**src/rtl/scha_defs.svh**
```systemverilog
// Offsets, field positions, reset values and timing counts of the host access block
`ifndef SCHA_DEFS_SVH
`define SCHA_DEFS_SVH

// ==========================================================================
// SPI commands
`define SCHA_CMD_READ       8'h03
`define SCHA_CMD_WRITE      8'h02
`define SCHA_STRAP_SPI      2'h2

// ==========================================================================
// Register indices and fields
`define SCHA_IDX_CHIP_ID    8'h00
`define SCHA_IDX_START      8'h01
`define SCHA_IDX_GCTRL      8'h0c
`define SCHA_START_BIT      0
`define SCHA_SPEED_MSB      5
`define SCHA_SPEED_LSB      4
`define SCHA_SPEED_FAST     2'h2
`define SCHA_REG1_RST       8'h40
`define SCHA_GCTRL_RST      8'h00

// ==========================================================================
// Management frame fields
`define SCHA_PREAMBLE_LEN   6'h20
`define SCHA_OP_READ        2'h2
`define SCHA_OP_WRITE       2'h1
`define SCHA_EXT_SEL        2'h3
`define SCHA_PHY_REG_LAST   5'h05
`define SCHA_PHY_REG_1D     5'h1d
`define SCHA_PHY_REG_1F     5'h1f

// ==========================================================================
// Timing
`define SCHA_CLK_MHZ        10
`define SCHA_INIT_US        100
`define SCHA_INIT_CYCLES    (`SCHA_INIT_US * `SCHA_CLK_MHZ)

`endif

```
**src/rtl/scha_pkg.sv**
```systemverilog
// Types shared by the host access block
package scha_pkg;

  // ========================================================================
  // State machines
  typedef enum logic [1:0] {
    spi_st_cmd,
    spi_st_addr,
    spi_st_data,
    spi_st_ignore
  } scha_spi_state_type;

  typedef enum logic [2:0] {
    mdio_st_pre,
    mdio_st_start,
    mdio_st_op,
    mdio_st_phy,
    mdio_st_reg,
    mdio_st_ta,
    mdio_st_data
  } scha_mdio_state_type;

endpackage : scha_pkg

```
**src/rtl/scha_sync2.sv**
```systemverilog
// Two flip-flop synchroniser for pin inputs
`timescale 1ns/1ps

module scha_sync2 #(
  parameter int               WIDTH   = 7,
  parameter logic [WIDTH-1:0] RST_VAL = '0
) (
  input  wire logic             clock_i,
  input  wire logic             rst_n_i,
  input  wire logic [WIDTH-1:0] async_i,
  output logic      [WIDTH-1:0] sync_o
);

  logic [WIDTH-1:0] meta;

  // ========================================================================
  // One pair of flops per bit; meta feeds only the second stage
  for (genvar i = 0; i < WIDTH; i++) begin : g_bit
    always_ff @(posedge clock_i or negedge rst_n_i) begin
      if (!rst_n_i) begin
        meta[i]   <= RST_VAL[i];
        sync_o[i] <= RST_VAL[i];
      end else begin
        meta[i]   <= async_i[i];
        sync_o[i] <= meta[i];
      end
    end
  end

endmodule : scha_sync2

```
**src/rtl/scha_regmem.sv**
```systemverilog
// 256 x 8 configuration register store with registered read data
`timescale 1ns/1ps

module scha_regmem (
  input  wire logic       clock_i,
  input  wire logic       rst_n_i,
  input  wire logic       we_i,
  input  wire logic       re_i,
  input  wire logic [7:0] addr_i,
  input  wire logic [7:0] wdata_i,
  output logic      [7:0] rdata_o
);

  logic [7:0] mem [0:255];

  // ========================================================================
  // Array has no reset: unwritten entries read undefined
  always_ff @(posedge clock_i) begin
    if (we_i) begin
      mem[addr_i] <= wdata_i;
    end
  end

  always_ff @(posedge clock_i or negedge rst_n_i) begin
    if (!rst_n_i) begin
      rdata_o <= 8'h00;
    end else if (re_i) begin
      rdata_o <= mem[addr_i];
    end
  end

endmodule : scha_regmem

```
**src/rtl/scha_top.sv**
```systemverilog
// SPI slave and MDC/MDIO host access to the switch configuration registers
//
// Contract
// - SPI byte 03h reads, 02h writes, then address.
// - SPI reaches every register index 0 to 255.
// - Address increments after each byte while selected.
// - Deselect ends operation; reselect before new command.
// - Auto-increment address wraps from 255 to 0.
// - Fast SPI only after speed field set 10.
// - Serial input sampled on rising clock edge.
// - Read data launched on falling clock edge.
// - Start bit cleared, switching held off after reset.
// - Switching starts when host writes start bit.
// - Frame: preamble, start, opcode, addresses, turnaround, data.
// - Management clock at most 10 MHz; MDC here must stay well below clock_i / 4, 2.5 MHz at the 10 MHz clock.
// - Standard frames reach only PHY registers listed.
// - Opcode 10 with address bits 11: extended read.
// - Opcode 01 with address bits 11: extended write.
// - Extended index from PHY bits 4,3,0 and register.
// - Read turnaround: host releases, device drives 0.
// - Extended read returns byte, upper data zero.
// - Extended write keeps low byte, ignores upper.
// - Extended access reaches all 256 registers.
`timescale 1ns/1ps
`include "scha_defs.svh"

module scha_top import scha_pkg::*; #(
  // Identification value is arbitrary
  parameter logic [7:0] CHIP_ID = 8'h5a
) (
  input  wire logic        clock_i,
  input  wire logic        rst_n_i,
  input  wire logic [1:0]  serial_port_strap_i,
  input  wire logic        slave_select_n_i,
  input  wire logic        serial_clock_in_i,
  input  wire logic        serial_data_in_i,
  output logic             serial_data_out_o,
  output logic             serial_data_out_oe_o,
  input  wire logic        mdc_i,
  input  wire logic        mdio_i,
  output logic             mdio_o,
  output logic             mdio_oe_o,
  output logic             phy_req_o,
  output logic             phy_we_o,
  output logic [4:0]       phy_addr_field_o,
  output logic [4:0]       reg_addr_field_o,
  output logic [15:0]      phy_wdata_o,
  input  wire logic [15:0] phy_rdata_i,
  output logic             start_switch_o,
  output logic             spi_fast_o,
  output logic             config_ready_o
);

  // ==========================================================================
  // Pin synchronisers and edge detection
  logic [6:0] sync_q;
  logic [1:0] strap_s;
  logic       ss_n_s, sck_s, sdi_s, mdc_s, mdio_s;
  logic       sck_d, mdc_d, sck_rise, sck_fall, mdc_rise;

  // Reset to idle pin levels so no false clock edge follows reset
  scha_sync2 #(.WIDTH(7), .RST_VAL(7'h1b)) u_sync (
    .clock_i (clock_i),
    .rst_n_i (rst_n_i),
    .async_i ({serial_port_strap_i, slave_select_n_i, serial_clock_in_i,
               serial_data_in_i, mdc_i, mdio_i}),
    .sync_o  (sync_q)
  );

  assign strap_s = sync_q[6:5];
  assign ss_n_s  = sync_q[4];
  assign sck_s   = sync_q[3];
  assign sdi_s   = sync_q[2];
  assign mdc_s   = sync_q[1];
  assign mdio_s  = sync_q[0];

  always_ff @(posedge clock_i or negedge rst_n_i) begin
    if (!rst_n_i) begin
      sck_d <= 1'b1;
      mdc_d <= 1'b1;
    end else begin
      sck_d <= sck_s;
      mdc_d <= mdc_s;
    end
  end

  // Oversampled clocks: pin clocks must stay well below clock_i / 4
  // limited pin clock
  assign mdc_rise = mdc_s & ~mdc_d;
  assign sck_rise = sck_s & ~sck_d;
  assign sck_fall = ~sck_s & sck_d;

  // ==========================================================================
  // Start-up window and strap capture
  logic [9:0] init_cnt;
  logic       init_done;
  logic       spi_mode;

  always_ff @(posedge clock_i or negedge rst_n_i) begin
    if (!rst_n_i) begin
      init_cnt  <= 10'h000;
      init_done <= 1'b0;
    end else if (!init_done) begin
      if (init_cnt == 10'(`SCHA_INIT_CYCLES - 1)) begin
        init_done <= 1'b1;
      end
      init_cnt <= init_cnt + 10'h001;
    end
  end

  always_ff @(posedge clock_i or negedge rst_n_i) begin
    if (!rst_n_i) begin
      spi_mode <= 1'b0;
    end else if (!init_done) begin
      spi_mode <= (strap_s == `SCHA_STRAP_SPI);
    end
  end

  assign config_ready_o = init_done;

  // ==========================================================================
  // Register store arbitration, SPI ahead of MDIO
  logic       spi_pend, spi_we, mdio_pend, mdio_we;
  logic [7:0] spi_maddr, spi_wdata, mdio_maddr, mdio_wdata;
  logic       grant_spi, grant_mdio, mem_we, mem_re;
  logic [7:0] mem_addr, mem_wdata, mem_rdata, rd_addr_q, rd_data;
  logic       rd_to_spi, rd_to_mdio;
  logic [7:0] reg_start, reg_gctrl;

  assign grant_spi  = spi_pend;
  assign grant_mdio = mdio_pend & ~spi_pend;
  assign mem_we     = (grant_spi & spi_we) | (grant_mdio & mdio_we);
  assign mem_re     = (grant_spi & ~spi_we) | (grant_mdio & ~mdio_we);
  assign mem_addr   = grant_spi ? spi_maddr : mdio_maddr;
  assign mem_wdata  = grant_spi ? spi_wdata : mdio_wdata;

  scha_regmem u_mem (
    .clock_i (clock_i),
    .rst_n_i (rst_n_i),
    .we_i    (mem_we),
    .re_i    (mem_re),
    .addr_i  (mem_addr),
    .wdata_i (mem_wdata),
    .rdata_o (mem_rdata)
  );

  always_ff @(posedge clock_i or negedge rst_n_i) begin
    if (!rst_n_i) begin
      rd_to_spi  <= 1'b0;
      rd_to_mdio <= 1'b0;
      rd_addr_q  <= 8'h00;
    end else begin
      rd_to_spi  <= grant_spi & ~spi_we;
      rd_to_mdio <= grant_mdio & ~mdio_we;
      rd_addr_q  <= mem_addr;
    end
  end

  // Control registers live beside the store so they have reset values
  always_ff @(posedge clock_i or negedge rst_n_i) begin
    if (!rst_n_i) begin
      reg_start <= `SCHA_REG1_RST;
      reg_gctrl <= `SCHA_GCTRL_RST;
    end else if (mem_we) begin
      if (mem_addr == `SCHA_IDX_START) begin
        reg_start <= mem_wdata;
      end
      if (mem_addr == `SCHA_IDX_GCTRL) begin
        reg_gctrl <= mem_wdata;
      end
    end
  end

  always_comb begin
    if (rd_addr_q == `SCHA_IDX_CHIP_ID) begin
      rd_data = CHIP_ID;
    end else if (rd_addr_q == `SCHA_IDX_START) begin
      rd_data = reg_start;
    end else if (rd_addr_q == `SCHA_IDX_GCTRL) begin
      rd_data = reg_gctrl;
    end else begin
      rd_data = mem_rdata;
    end
  end

  assign start_switch_o = reg_start[`SCHA_START_BIT] & init_done;
  assign spi_fast_o = (reg_gctrl[`SCHA_SPEED_MSB:`SCHA_SPEED_LSB] == `SCHA_SPEED_FAST);

  // ==========================================================================
  // SPI slave
  scha_spi_state_type spi_state;
  logic [2:0] spi_bits;
  logic [6:0] spi_shift;
  logic       spi_is_read, spi_done;
  logic [7:0] spi_byte, spi_addr, spi_tx, spi_tx_next;

  assign spi_byte = {spi_shift, sdi_s};
  assign spi_done = sck_rise & ~ss_n_s & spi_mode & (spi_bits == 3'h7);

  always_ff @(posedge clock_i or negedge rst_n_i) begin
    if (!rst_n_i) begin
      spi_state   <= spi_st_cmd;
      spi_bits    <= 3'h0;
      spi_shift   <= 7'h00;
      spi_is_read <= 1'b0;
    end else if (ss_n_s | ~spi_mode) begin
      spi_state <= spi_st_cmd;
      spi_bits  <= 3'h0;
    end else if (sck_rise) begin
      spi_bits  <= spi_bits + 3'h1;
      spi_shift <= spi_byte[6:0];
      if (spi_done) begin
        unique case (spi_state)
          spi_st_cmd: begin
            if (spi_byte == `SCHA_CMD_READ) begin
              spi_state   <= spi_st_addr;
              spi_is_read <= 1'b1;
            end else if (spi_byte == `SCHA_CMD_WRITE) begin
              spi_state   <= spi_st_addr;
              spi_is_read <= 1'b0;
            end else begin
              spi_state <= spi_st_ignore;
            end
          end
          spi_st_addr:   spi_state <= spi_st_data;
          spi_st_data:   spi_state <= spi_st_data;
          spi_st_ignore: spi_state <= spi_st_ignore;
        endcase
      end
    end
  end

  always_ff @(posedge clock_i or negedge rst_n_i) begin
    if (!rst_n_i) begin
      spi_addr <= 8'h00;
    end else if (spi_done && spi_state == spi_st_addr) begin
      spi_addr <= spi_byte;
    end else if (spi_done && spi_state == spi_st_data) begin
      spi_addr <= spi_addr + 8'h01;
    end
  end

  // Read prefetches the next byte so it is ready at the falling edge
  always_ff @(posedge clock_i or negedge rst_n_i) begin
    if (!rst_n_i) begin
      spi_pend  <= 1'b0;
      spi_we    <= 1'b0;
      spi_maddr <= 8'h00;
      spi_wdata <= 8'h00;
    end else if (spi_done && spi_state == spi_st_addr && spi_is_read) begin
      spi_pend  <= 1'b1;
      spi_we    <= 1'b0;
      spi_maddr <= spi_byte;
    end else if (spi_done && spi_state == spi_st_data) begin
      spi_pend  <= 1'b1;
      spi_we    <= ~spi_is_read;
      spi_maddr <= spi_is_read ? spi_addr + 8'h01 : spi_addr;
      spi_wdata <= spi_byte;
    end else if (grant_spi) begin
      spi_pend <= 1'b0;
    end
  end

  always_ff @(posedge clock_i or negedge rst_n_i) begin
    if (!rst_n_i) begin
      spi_tx_next       <= 8'h00;
      spi_tx            <= 8'h00;
      serial_data_out_o <= 1'b0;
    end else begin
      if (rd_to_spi) begin
        spi_tx_next <= rd_data;
      end
      if (sck_fall && spi_state == spi_st_data && spi_is_read && !ss_n_s) begin
        if (spi_bits == 3'h0) begin
          serial_data_out_o <= spi_tx_next[7];
          spi_tx            <= {spi_tx_next[6:0], 1'b0};
        end else begin
          serial_data_out_o <= spi_tx[7];
          spi_tx            <= {spi_tx[6:0], 1'b0};
        end
      end
    end
  end

  assign serial_data_out_oe_o = ~ss_n_s & spi_mode & spi_is_read & (spi_state == spi_st_data);

  // ==========================================================================
  // MDC/MDIO management port
  scha_mdio_state_type mstate;
  logic [5:0]  pre_cnt;
  logic [3:0]  mbits;
  logic [1:0]  mop;
  logic [4:0]  mphy, mreg, reg_next;
  logic [15:0] mrx, mtx, mrx_next;
  logic        m_ext, reg_done, data_done, phy_rd_q;
  logic [7:0]  ext_idx;

  function automatic logic phy_reg_ok(input logic [4:0] r);
    phy_reg_ok = (r <= `SCHA_PHY_REG_LAST) || (r == `SCHA_PHY_REG_1D) || (r == `SCHA_PHY_REG_1F);
  endfunction : phy_reg_ok

  assign reg_next  = {mreg[3:0], mdio_s};
  assign mrx_next  = {mrx[14:0], mdio_s};
  assign m_ext     = (mphy[2:1] == `SCHA_EXT_SEL);
  assign reg_done  = mdc_rise & (mstate == mdio_st_reg) & (mbits == 4'h4);
  assign data_done = mdc_rise & (mstate == mdio_st_data) & (mbits == 4'hf);
  assign ext_idx   = {mphy[4:3], mphy[0], reg_done ? reg_next : mreg};

  always_ff @(posedge clock_i or negedge rst_n_i) begin
    if (!rst_n_i) begin
      mstate  <= mdio_st_pre;
      pre_cnt <= 6'h00;
      mbits   <= 4'h0;
      mop     <= 2'h0;
      mphy    <= 5'h00;
      mreg    <= 5'h00;
      mrx     <= 16'h0000;
    end else if (mdc_rise) begin
      mbits <= mbits + 4'h1;
      unique case (mstate)
        mdio_st_pre: begin
          mbits <= 4'h0;
          if (mdio_s) begin
            pre_cnt <= (pre_cnt == `SCHA_PREAMBLE_LEN) ? pre_cnt : pre_cnt + 6'h01;
          end else begin
            pre_cnt <= 6'h00;
            mstate  <= (pre_cnt == `SCHA_PREAMBLE_LEN) ? mdio_st_start : mdio_st_pre;
          end
        end
        mdio_st_start: begin
          mbits  <= 4'h0;
          mstate <= mdio_s ? mdio_st_op : mdio_st_pre;
        end
        mdio_st_op: begin
          mop <= {mop[0], mdio_s};
          if (mbits == 4'h1) begin
            mbits  <= 4'h0;
            mstate <= mdio_st_phy;
          end
        end
        mdio_st_phy: begin
          mphy <= {mphy[3:0], mdio_s};
          if (mbits == 4'h4) begin
            mbits  <= 4'h0;
            mstate <= mdio_st_reg;
          end
        end
        mdio_st_reg: begin
          mreg <= reg_next;
          if (mbits == 4'h4) begin
            mbits  <= 4'h0;
            mstate <= (mop == `SCHA_OP_READ || mop == `SCHA_OP_WRITE) ? mdio_st_ta : mdio_st_pre;
          end
        end
        mdio_st_ta: begin
          if (mbits == 4'h1) begin
            mbits  <= 4'h0;
            mstate <= mdio_st_data;
          end
        end
        mdio_st_data: begin
          mrx <= mrx_next;
          if (mbits == 4'hf) begin
            mstate <= mdio_st_pre;
          end
        end
      endcase
    end
  end

  always_ff @(posedge clock_i or negedge rst_n_i) begin
    if (!rst_n_i) begin
      mdio_pend  <= 1'b0;
      mdio_we    <= 1'b0;
      mdio_maddr <= 8'h00;
      mdio_wdata <= 8'h00;
    end else if (reg_done && mop == `SCHA_OP_READ && m_ext) begin
      mdio_pend  <= 1'b1;
      mdio_we    <= 1'b0;
      mdio_maddr <= ext_idx;
    end else if (data_done && mop == `SCHA_OP_WRITE && m_ext) begin
      mdio_pend  <= 1'b1;
      mdio_we    <= 1'b1;
      mdio_maddr <= ext_idx;
      mdio_wdata <= mrx_next[7:0];
    end else if (grant_mdio) begin
      mdio_pend <= 1'b0;
    end
  end

  always_ff @(posedge clock_i or negedge rst_n_i) begin
    if (!rst_n_i) begin
      phy_req_o        <= 1'b0;
      phy_we_o         <= 1'b0;
      phy_addr_field_o <= 5'h00;
      reg_addr_field_o <= 5'h00;
      phy_wdata_o      <= 16'h0000;
      phy_rd_q         <= 1'b0;
    end else begin
      phy_req_o <= 1'b0;
      phy_rd_q  <= 1'b0;
      if (reg_done && mop == `SCHA_OP_READ && !m_ext && phy_reg_ok(reg_next)) begin
        phy_req_o        <= 1'b1;
        phy_we_o         <= 1'b0;
        phy_rd_q         <= 1'b1;
        phy_addr_field_o <= mphy;
        reg_addr_field_o <= reg_next;
      end else if (data_done && mop == `SCHA_OP_WRITE && !m_ext && phy_reg_ok(mreg)) begin
        phy_req_o        <= 1'b1;
        phy_we_o         <= 1'b1;
        phy_addr_field_o <= mphy;
        reg_addr_field_o <= mreg;
        phy_wdata_o      <= mrx_next;
      end
    end
  end

  always_ff @(posedge clock_i or negedge rst_n_i) begin
    if (!rst_n_i) begin
      mtx       <= 16'h0000;
      mdio_o    <= 1'b0;
      mdio_oe_o <= 1'b0;
    end else begin
      if (reg_done) begin
        mtx <= 16'h0000;
      end else if (rd_to_mdio) begin
        mtx <= {8'h00, rd_data};
      end else if (phy_rd_q) begin
        mtx <= phy_rdata_i;
      end else if (mdc_rise && mdio_oe_o && !data_done) begin
        mtx <= {mtx[14:0], 1'b0};
      end
      if (mdc_rise && mstate == mdio_st_ta && mbits == 4'h0 && mop == `SCHA_OP_READ) begin
        mdio_oe_o <= 1'b1;
        mdio_o    <= 1'b0;
      end else if (mdc_rise && mdio_oe_o) begin
        mdio_oe_o <= ~data_done;
        mdio_o    <= data_done ? 1'b0 : mtx[15];
      end
    end
  end
endmodule : scha_top

```
**config.mk**
```make
export PLATFORM = sky130hd
export DESIGN_NAME = scha_top
export DESIGN_NICKNAME = d
export VERILOG_FILES = /design/src/rtl/scha_pkg.sv /design/src/rtl/scha_sync2.sv /design/src/rtl/scha_regmem.sv /design/src/rtl/scha_top.sv
export VERILOG_INCLUDE_DIRS = /design/src /design/src/rtl
export SDC_FILE = /design/constraint.sdc
export NUM_CORES = 2
export LEC_CHECK = 0
export ABC_AREA = 1
export BUFFER_PORTS_ARGS = -buffer_cell sky130_fd_sc_hd__buf_2
export CAP_MARGIN = 5
export CORE_UTILIZATION = 60
export CTS_CLUSTER_SIZE = 25
export DETAILED_ROUTE_END_ITERATION = 10
export HOLD_SLACK_MARGIN = 0.08
export PLACE_DENSITY = 0.76
export SYNTH_ARGS = -nofsm -noshare
export SYNTH_HDL_FRONTEND = slang
export SYNTH_SLANG_ARGS = --single-unit
```
**constraint.sdc**
```tcl
create_clock -name clock_i -period 11.1 [get_ports clock_i]
set_input_delay 0.555 -clock clock_i [delete_from_list [all_inputs] [get_ports clock_i]]
set_output_delay 0.555 -clock clock_i [all_outputs]
set_load 0.1 [all_outputs]
```
==> key figures <==
Worst setup path
  • Highest net fanout along the worst path: 110
  • Arrival time reported for the critical path endpoint: 7420 ps
  • Setup Crit Path Kind: reg -> reg
  • Required @ worst endpoint: 11890 ps
  • Critical Path Start Type: flop
  • Type of destination of the critical path: flop

Route
  • Routed len/inst: 22.2 um
  • Detailed-route via count: 65873
  • Drt via density: 5.84
  • DRC violations left: 0
  • Overall routed net length: 251000 um
  • Number of DRC markers in iteration 0: 9030
  • Detailed Routing Iterations Pass 1: 6
  • Remaining number of nets flagged by the antenna check after routing: 0

Yosys
  • Largest area contributor in the synthesized netlist: sky130_fd_sc_hd__edfxtp_1
  • Netlist Area Pre-Place: 94600 um2
  • Number of nets in the synthesized netlist: 9135
  • Part of the Yosys area used for sequential elements: 0.709
  • Total of flip-flops plus latches after synthesis: 2270
  • Post-Syn Instances: 9094
  • Post-Syn Area per Cell: 10.4 um2
  • Synth warnings: 0
  • Synth area leaders: sky130_fd_sc_hd__edfxtp_1, sky130_fd_sc_hd__nand2_1, sky130_fd_sc_hd__dfrtp_1
  • Fraction of post-synthesis cell area in the top cell type by area: 0.650
  • Post-synth cell types: 48

STA
  • Worst Tran Pin Value: 1360 ps
  • Hold_ws: 147 ps
  • Final critical delay including setup and external delays: 6620 ps
  • Setup_tns: 0 ps
  • Maximum operating frequency: 0.151 GHz
  • Slew Viols, Final: 0
  • Number of setup violations in the final report: 0
  • Worst Clk Skew: 42.3 ps
  • Worst slew margin relative to its limit: 0.0922
  • Final hold viol count: 0
  • Final clock period utilization by the worst path: 0.597
  • Unrepaired setup endpoints after global routing: no

Finish
  • Footprint of the flip-flops and latches: 67100 um2
  • Area grow syn2layout: 9.15%
  • Most frequent cells in the layout: sky130_fd_sc_hd__nand2_1, sky130_fd_sc_hd__edfxtp_1, sky130_fd_sc_hd__nor2_1, sky130_fd_sc_hd__nand3_1, sky130_fd_sc_hd__clkbuf_16
  • Combined area of the multi-input logic cells: 24800 um2
  • Utilization of the core after routing: 0.660
  • Layout filler cell count: 11407
  • Number of nets in the layout: 9070
  • Most common cell after layout, fill and taps aside: sky130_fd_sc_hd__nand2_1
  • Share of post-route cells with drive strength above 1: 0.0559

Global route
  • Number of global-route vias before repair: 63469
  • Global-route layer with the greatest usage: met2
  • Met2 capacity usage during global routing: 0.492
  • Antenna violations before repair: 6
  • Met3 GRT Util: 0.0686
  • Leftover overflow at the end of global routing: 0
  • Global Route Usage Sum: 0.315
  • Pin count of the biggest net entering global routing: 190
  • First-pass GRT wire length: 377000 um
  • GR met1 Demand/Resource: 0.425

Die
  • Initial core utilization: 0.605
  • Core Box Area: 156000 um2
  • Boundary pin count: 60
  • Die Y-Extent: 399 um
  • Die W: 399 um
  • Rows: 145
  • Area of the die: 159000 um2

Clock network
  • Count of H-tree levels built during CTS: 4
  • Inserted Clock Buffers: 216
  • Number of resized instances in the post-cts repair step: 0
  • Root cell of the clock tree: sky130_fd_sc_hd__clkbuf_16
  • Clk buf depth: 3
  • Post-CTS Repair Setup Buffers: 0
  • Worst-Skew Late Latency: 870 ps
  • Hold-fix buffer count after cts: 22
  • Clock Pin Slew Worst Setup and Hold Paths: 60 ps
  • TritonCTS Sinks: 2270
  • TritonCTS clock tree: built

Status
  • Run status: finished clean

Placed design
  • Final weighted congestion in routability-driven placement: 0.888
  • # port buffers: 59
  • Post-detail-place hpwl: 141000 um

Run
  • Max-cap violations: 0

Power
  • IR drop worst, VDD: 0.200 mV
  • Leakage dissipation: 36.9 nW
  • Power Density: 159 nW/um2

Hold path
  • HP Class: in -> reg
==> critical path, stage by stage, from the launching register on <==
cell and delay (ps):
sky130_fd_sc_hd__dfrtp_1 970, sky130_fd_sc_hd__inv_2 290, sky130_fd_sc_hd__nand2_1 590, sky130_fd_sc_hd__nand2_8 630, sky130_fd_sc_hd__nor2_4 270, sky130_fd_sc_hd__buf_4 840, sky130_fd_sc_hd__buf_4 890, sky130_fd_sc_hd__buf_4 750
sky130_fd_sc_hd__nand2_1 140, sky130_fd_sc_hd__nand2_1 110, sky130_fd_sc_hd__o21ai_0 80, sky130_fd_sc_hd__nand2_1 120, sky130_fd_sc_hd__nor2_1 50, sky130_fd_sc_hd__nor2_1 190, sky130_fd_sc_hd__nor2_1 140, sky130_fd_sc_hd__nand2_1 80
sky130_fd_sc_hd__inv_1 40, sky130_fd_sc_hd__nand2_1 50, sky130_fd_sc_hd__nor2_1 40, sky130_fd_sc_hd__nor2_1 80
==> cells in the mapped netlist (all sizes together) <==
| cell type | number |
|---|---|
| xnor2 | 6 |
| nor3b | 2 |
| o41ai | 1 |
| nand4 | 6 |
| clkinv | 2 |
| o2111ai | 1 |
| edfxtp | 2048 |
| or2 | 3 |
| nor4 | 2 |
| nor2 | 692 |
| xor2 | 7 |
| o211ai | 10 |
| mux2i | 7 |
| o22ai | 12 |
| a2111oi | 1 |
| dfstp | 11 |
| mux2 | 2 |
| nand3b | 2 |
| o221ai | 8 |
| a22oi | 1 |
| nand2 | 4751 |
| ha | 16 |
| dfrtp | 211 |
| clkbuf | 95 |
| buf | 359 |
| inv | 173 |
| nor3 | 10 |
| o311ai | 3 |
| and3 | 1 |
| o31ai | 3 |
| a21oi | 42 |
| a211oi | 1 |
| a31oi | 18 |
| nand3 | 395 |
| o21ai | 192 |
==> final timing paths <==
check / from / endpoint / slack (ps) / depth (start not counted)
setup / recovery: grant_spi / u_mem.rdata_o[3] / 4480 / 19
hold / removal: phy_rdata_i[4] / mtx[4] / 150 / 3
setup reg to reg: grant_spi / u_mem.rdata_o[3] / 4480 / 19
hold reg to reg: u_sync.meta[2] / u_sync.sync_o[2] / 350 / 0
max in group asynchronous: rst_n_i / reg_gctrl[3] / 9330 / 3
min in group asynchronous: rst_n_i / phy_wdata_o[10] / 320 / 2
==> per-stage QoR <==
step	std cells	power, W	cell area [um2]	worst slack [ps]
CTS	11271	0.0164	103000	4710
finish	11272	0.0164	103000	4480
detailed placement	10847	0.00941	96200	4710
global placement	10847	0.00941	96200	4930
floorplan	9094	0.00939	94600	6270
global route	11271	0.0167	103000	4150
==> layer usage <==
metal	wire, um	vias up
met5	114	-
met4	12300	12
met3	30500	673
met2	116000	4176
met1	91900	31279
li1	-	29733
==> cell families after synthesis <==
group | count (synthesis) | synth area share
mux | 9 | 0.000979
compound gates | 293 | 0.0172
buf+inv | 629 | 0.0301
simple gates | 5864 | 0.239
fa+ha+maj | 16 | 0.00212
flops | 2270 | 0.709
xor+xnor | 13 | 0.00120
==> flip-flops by register name, indices dropped and copies added, names as in the netlist, 10 cells and up <==
register     count
u_mem.mem     2048
mtx             16
phy_wdata_o     16
mrx             15
init_cnt        10
==> report_power, final <==
| group | switching [W] | internal (W) |
|---|---|---|
| clock | 0.00318 | 0.00398 |
| sequential | 0.00000425 | 0.00919 |
| combinational | 0.0000301 | 0.0000140 |
| total | 0.00322 | 0.0132 |
==> area by class of cell <==
class,count,area share
antenna,1,0.0000242
clock buffer,282,0.0569
clock inverter,120,0.00932
inverter,175,0.00644
multi-input combinational,6195,0.240
sequential,2270,0.650
tap,2058,0.0249
timing repair buffer,171,0.0124
(Power assumes the default switching activity.)
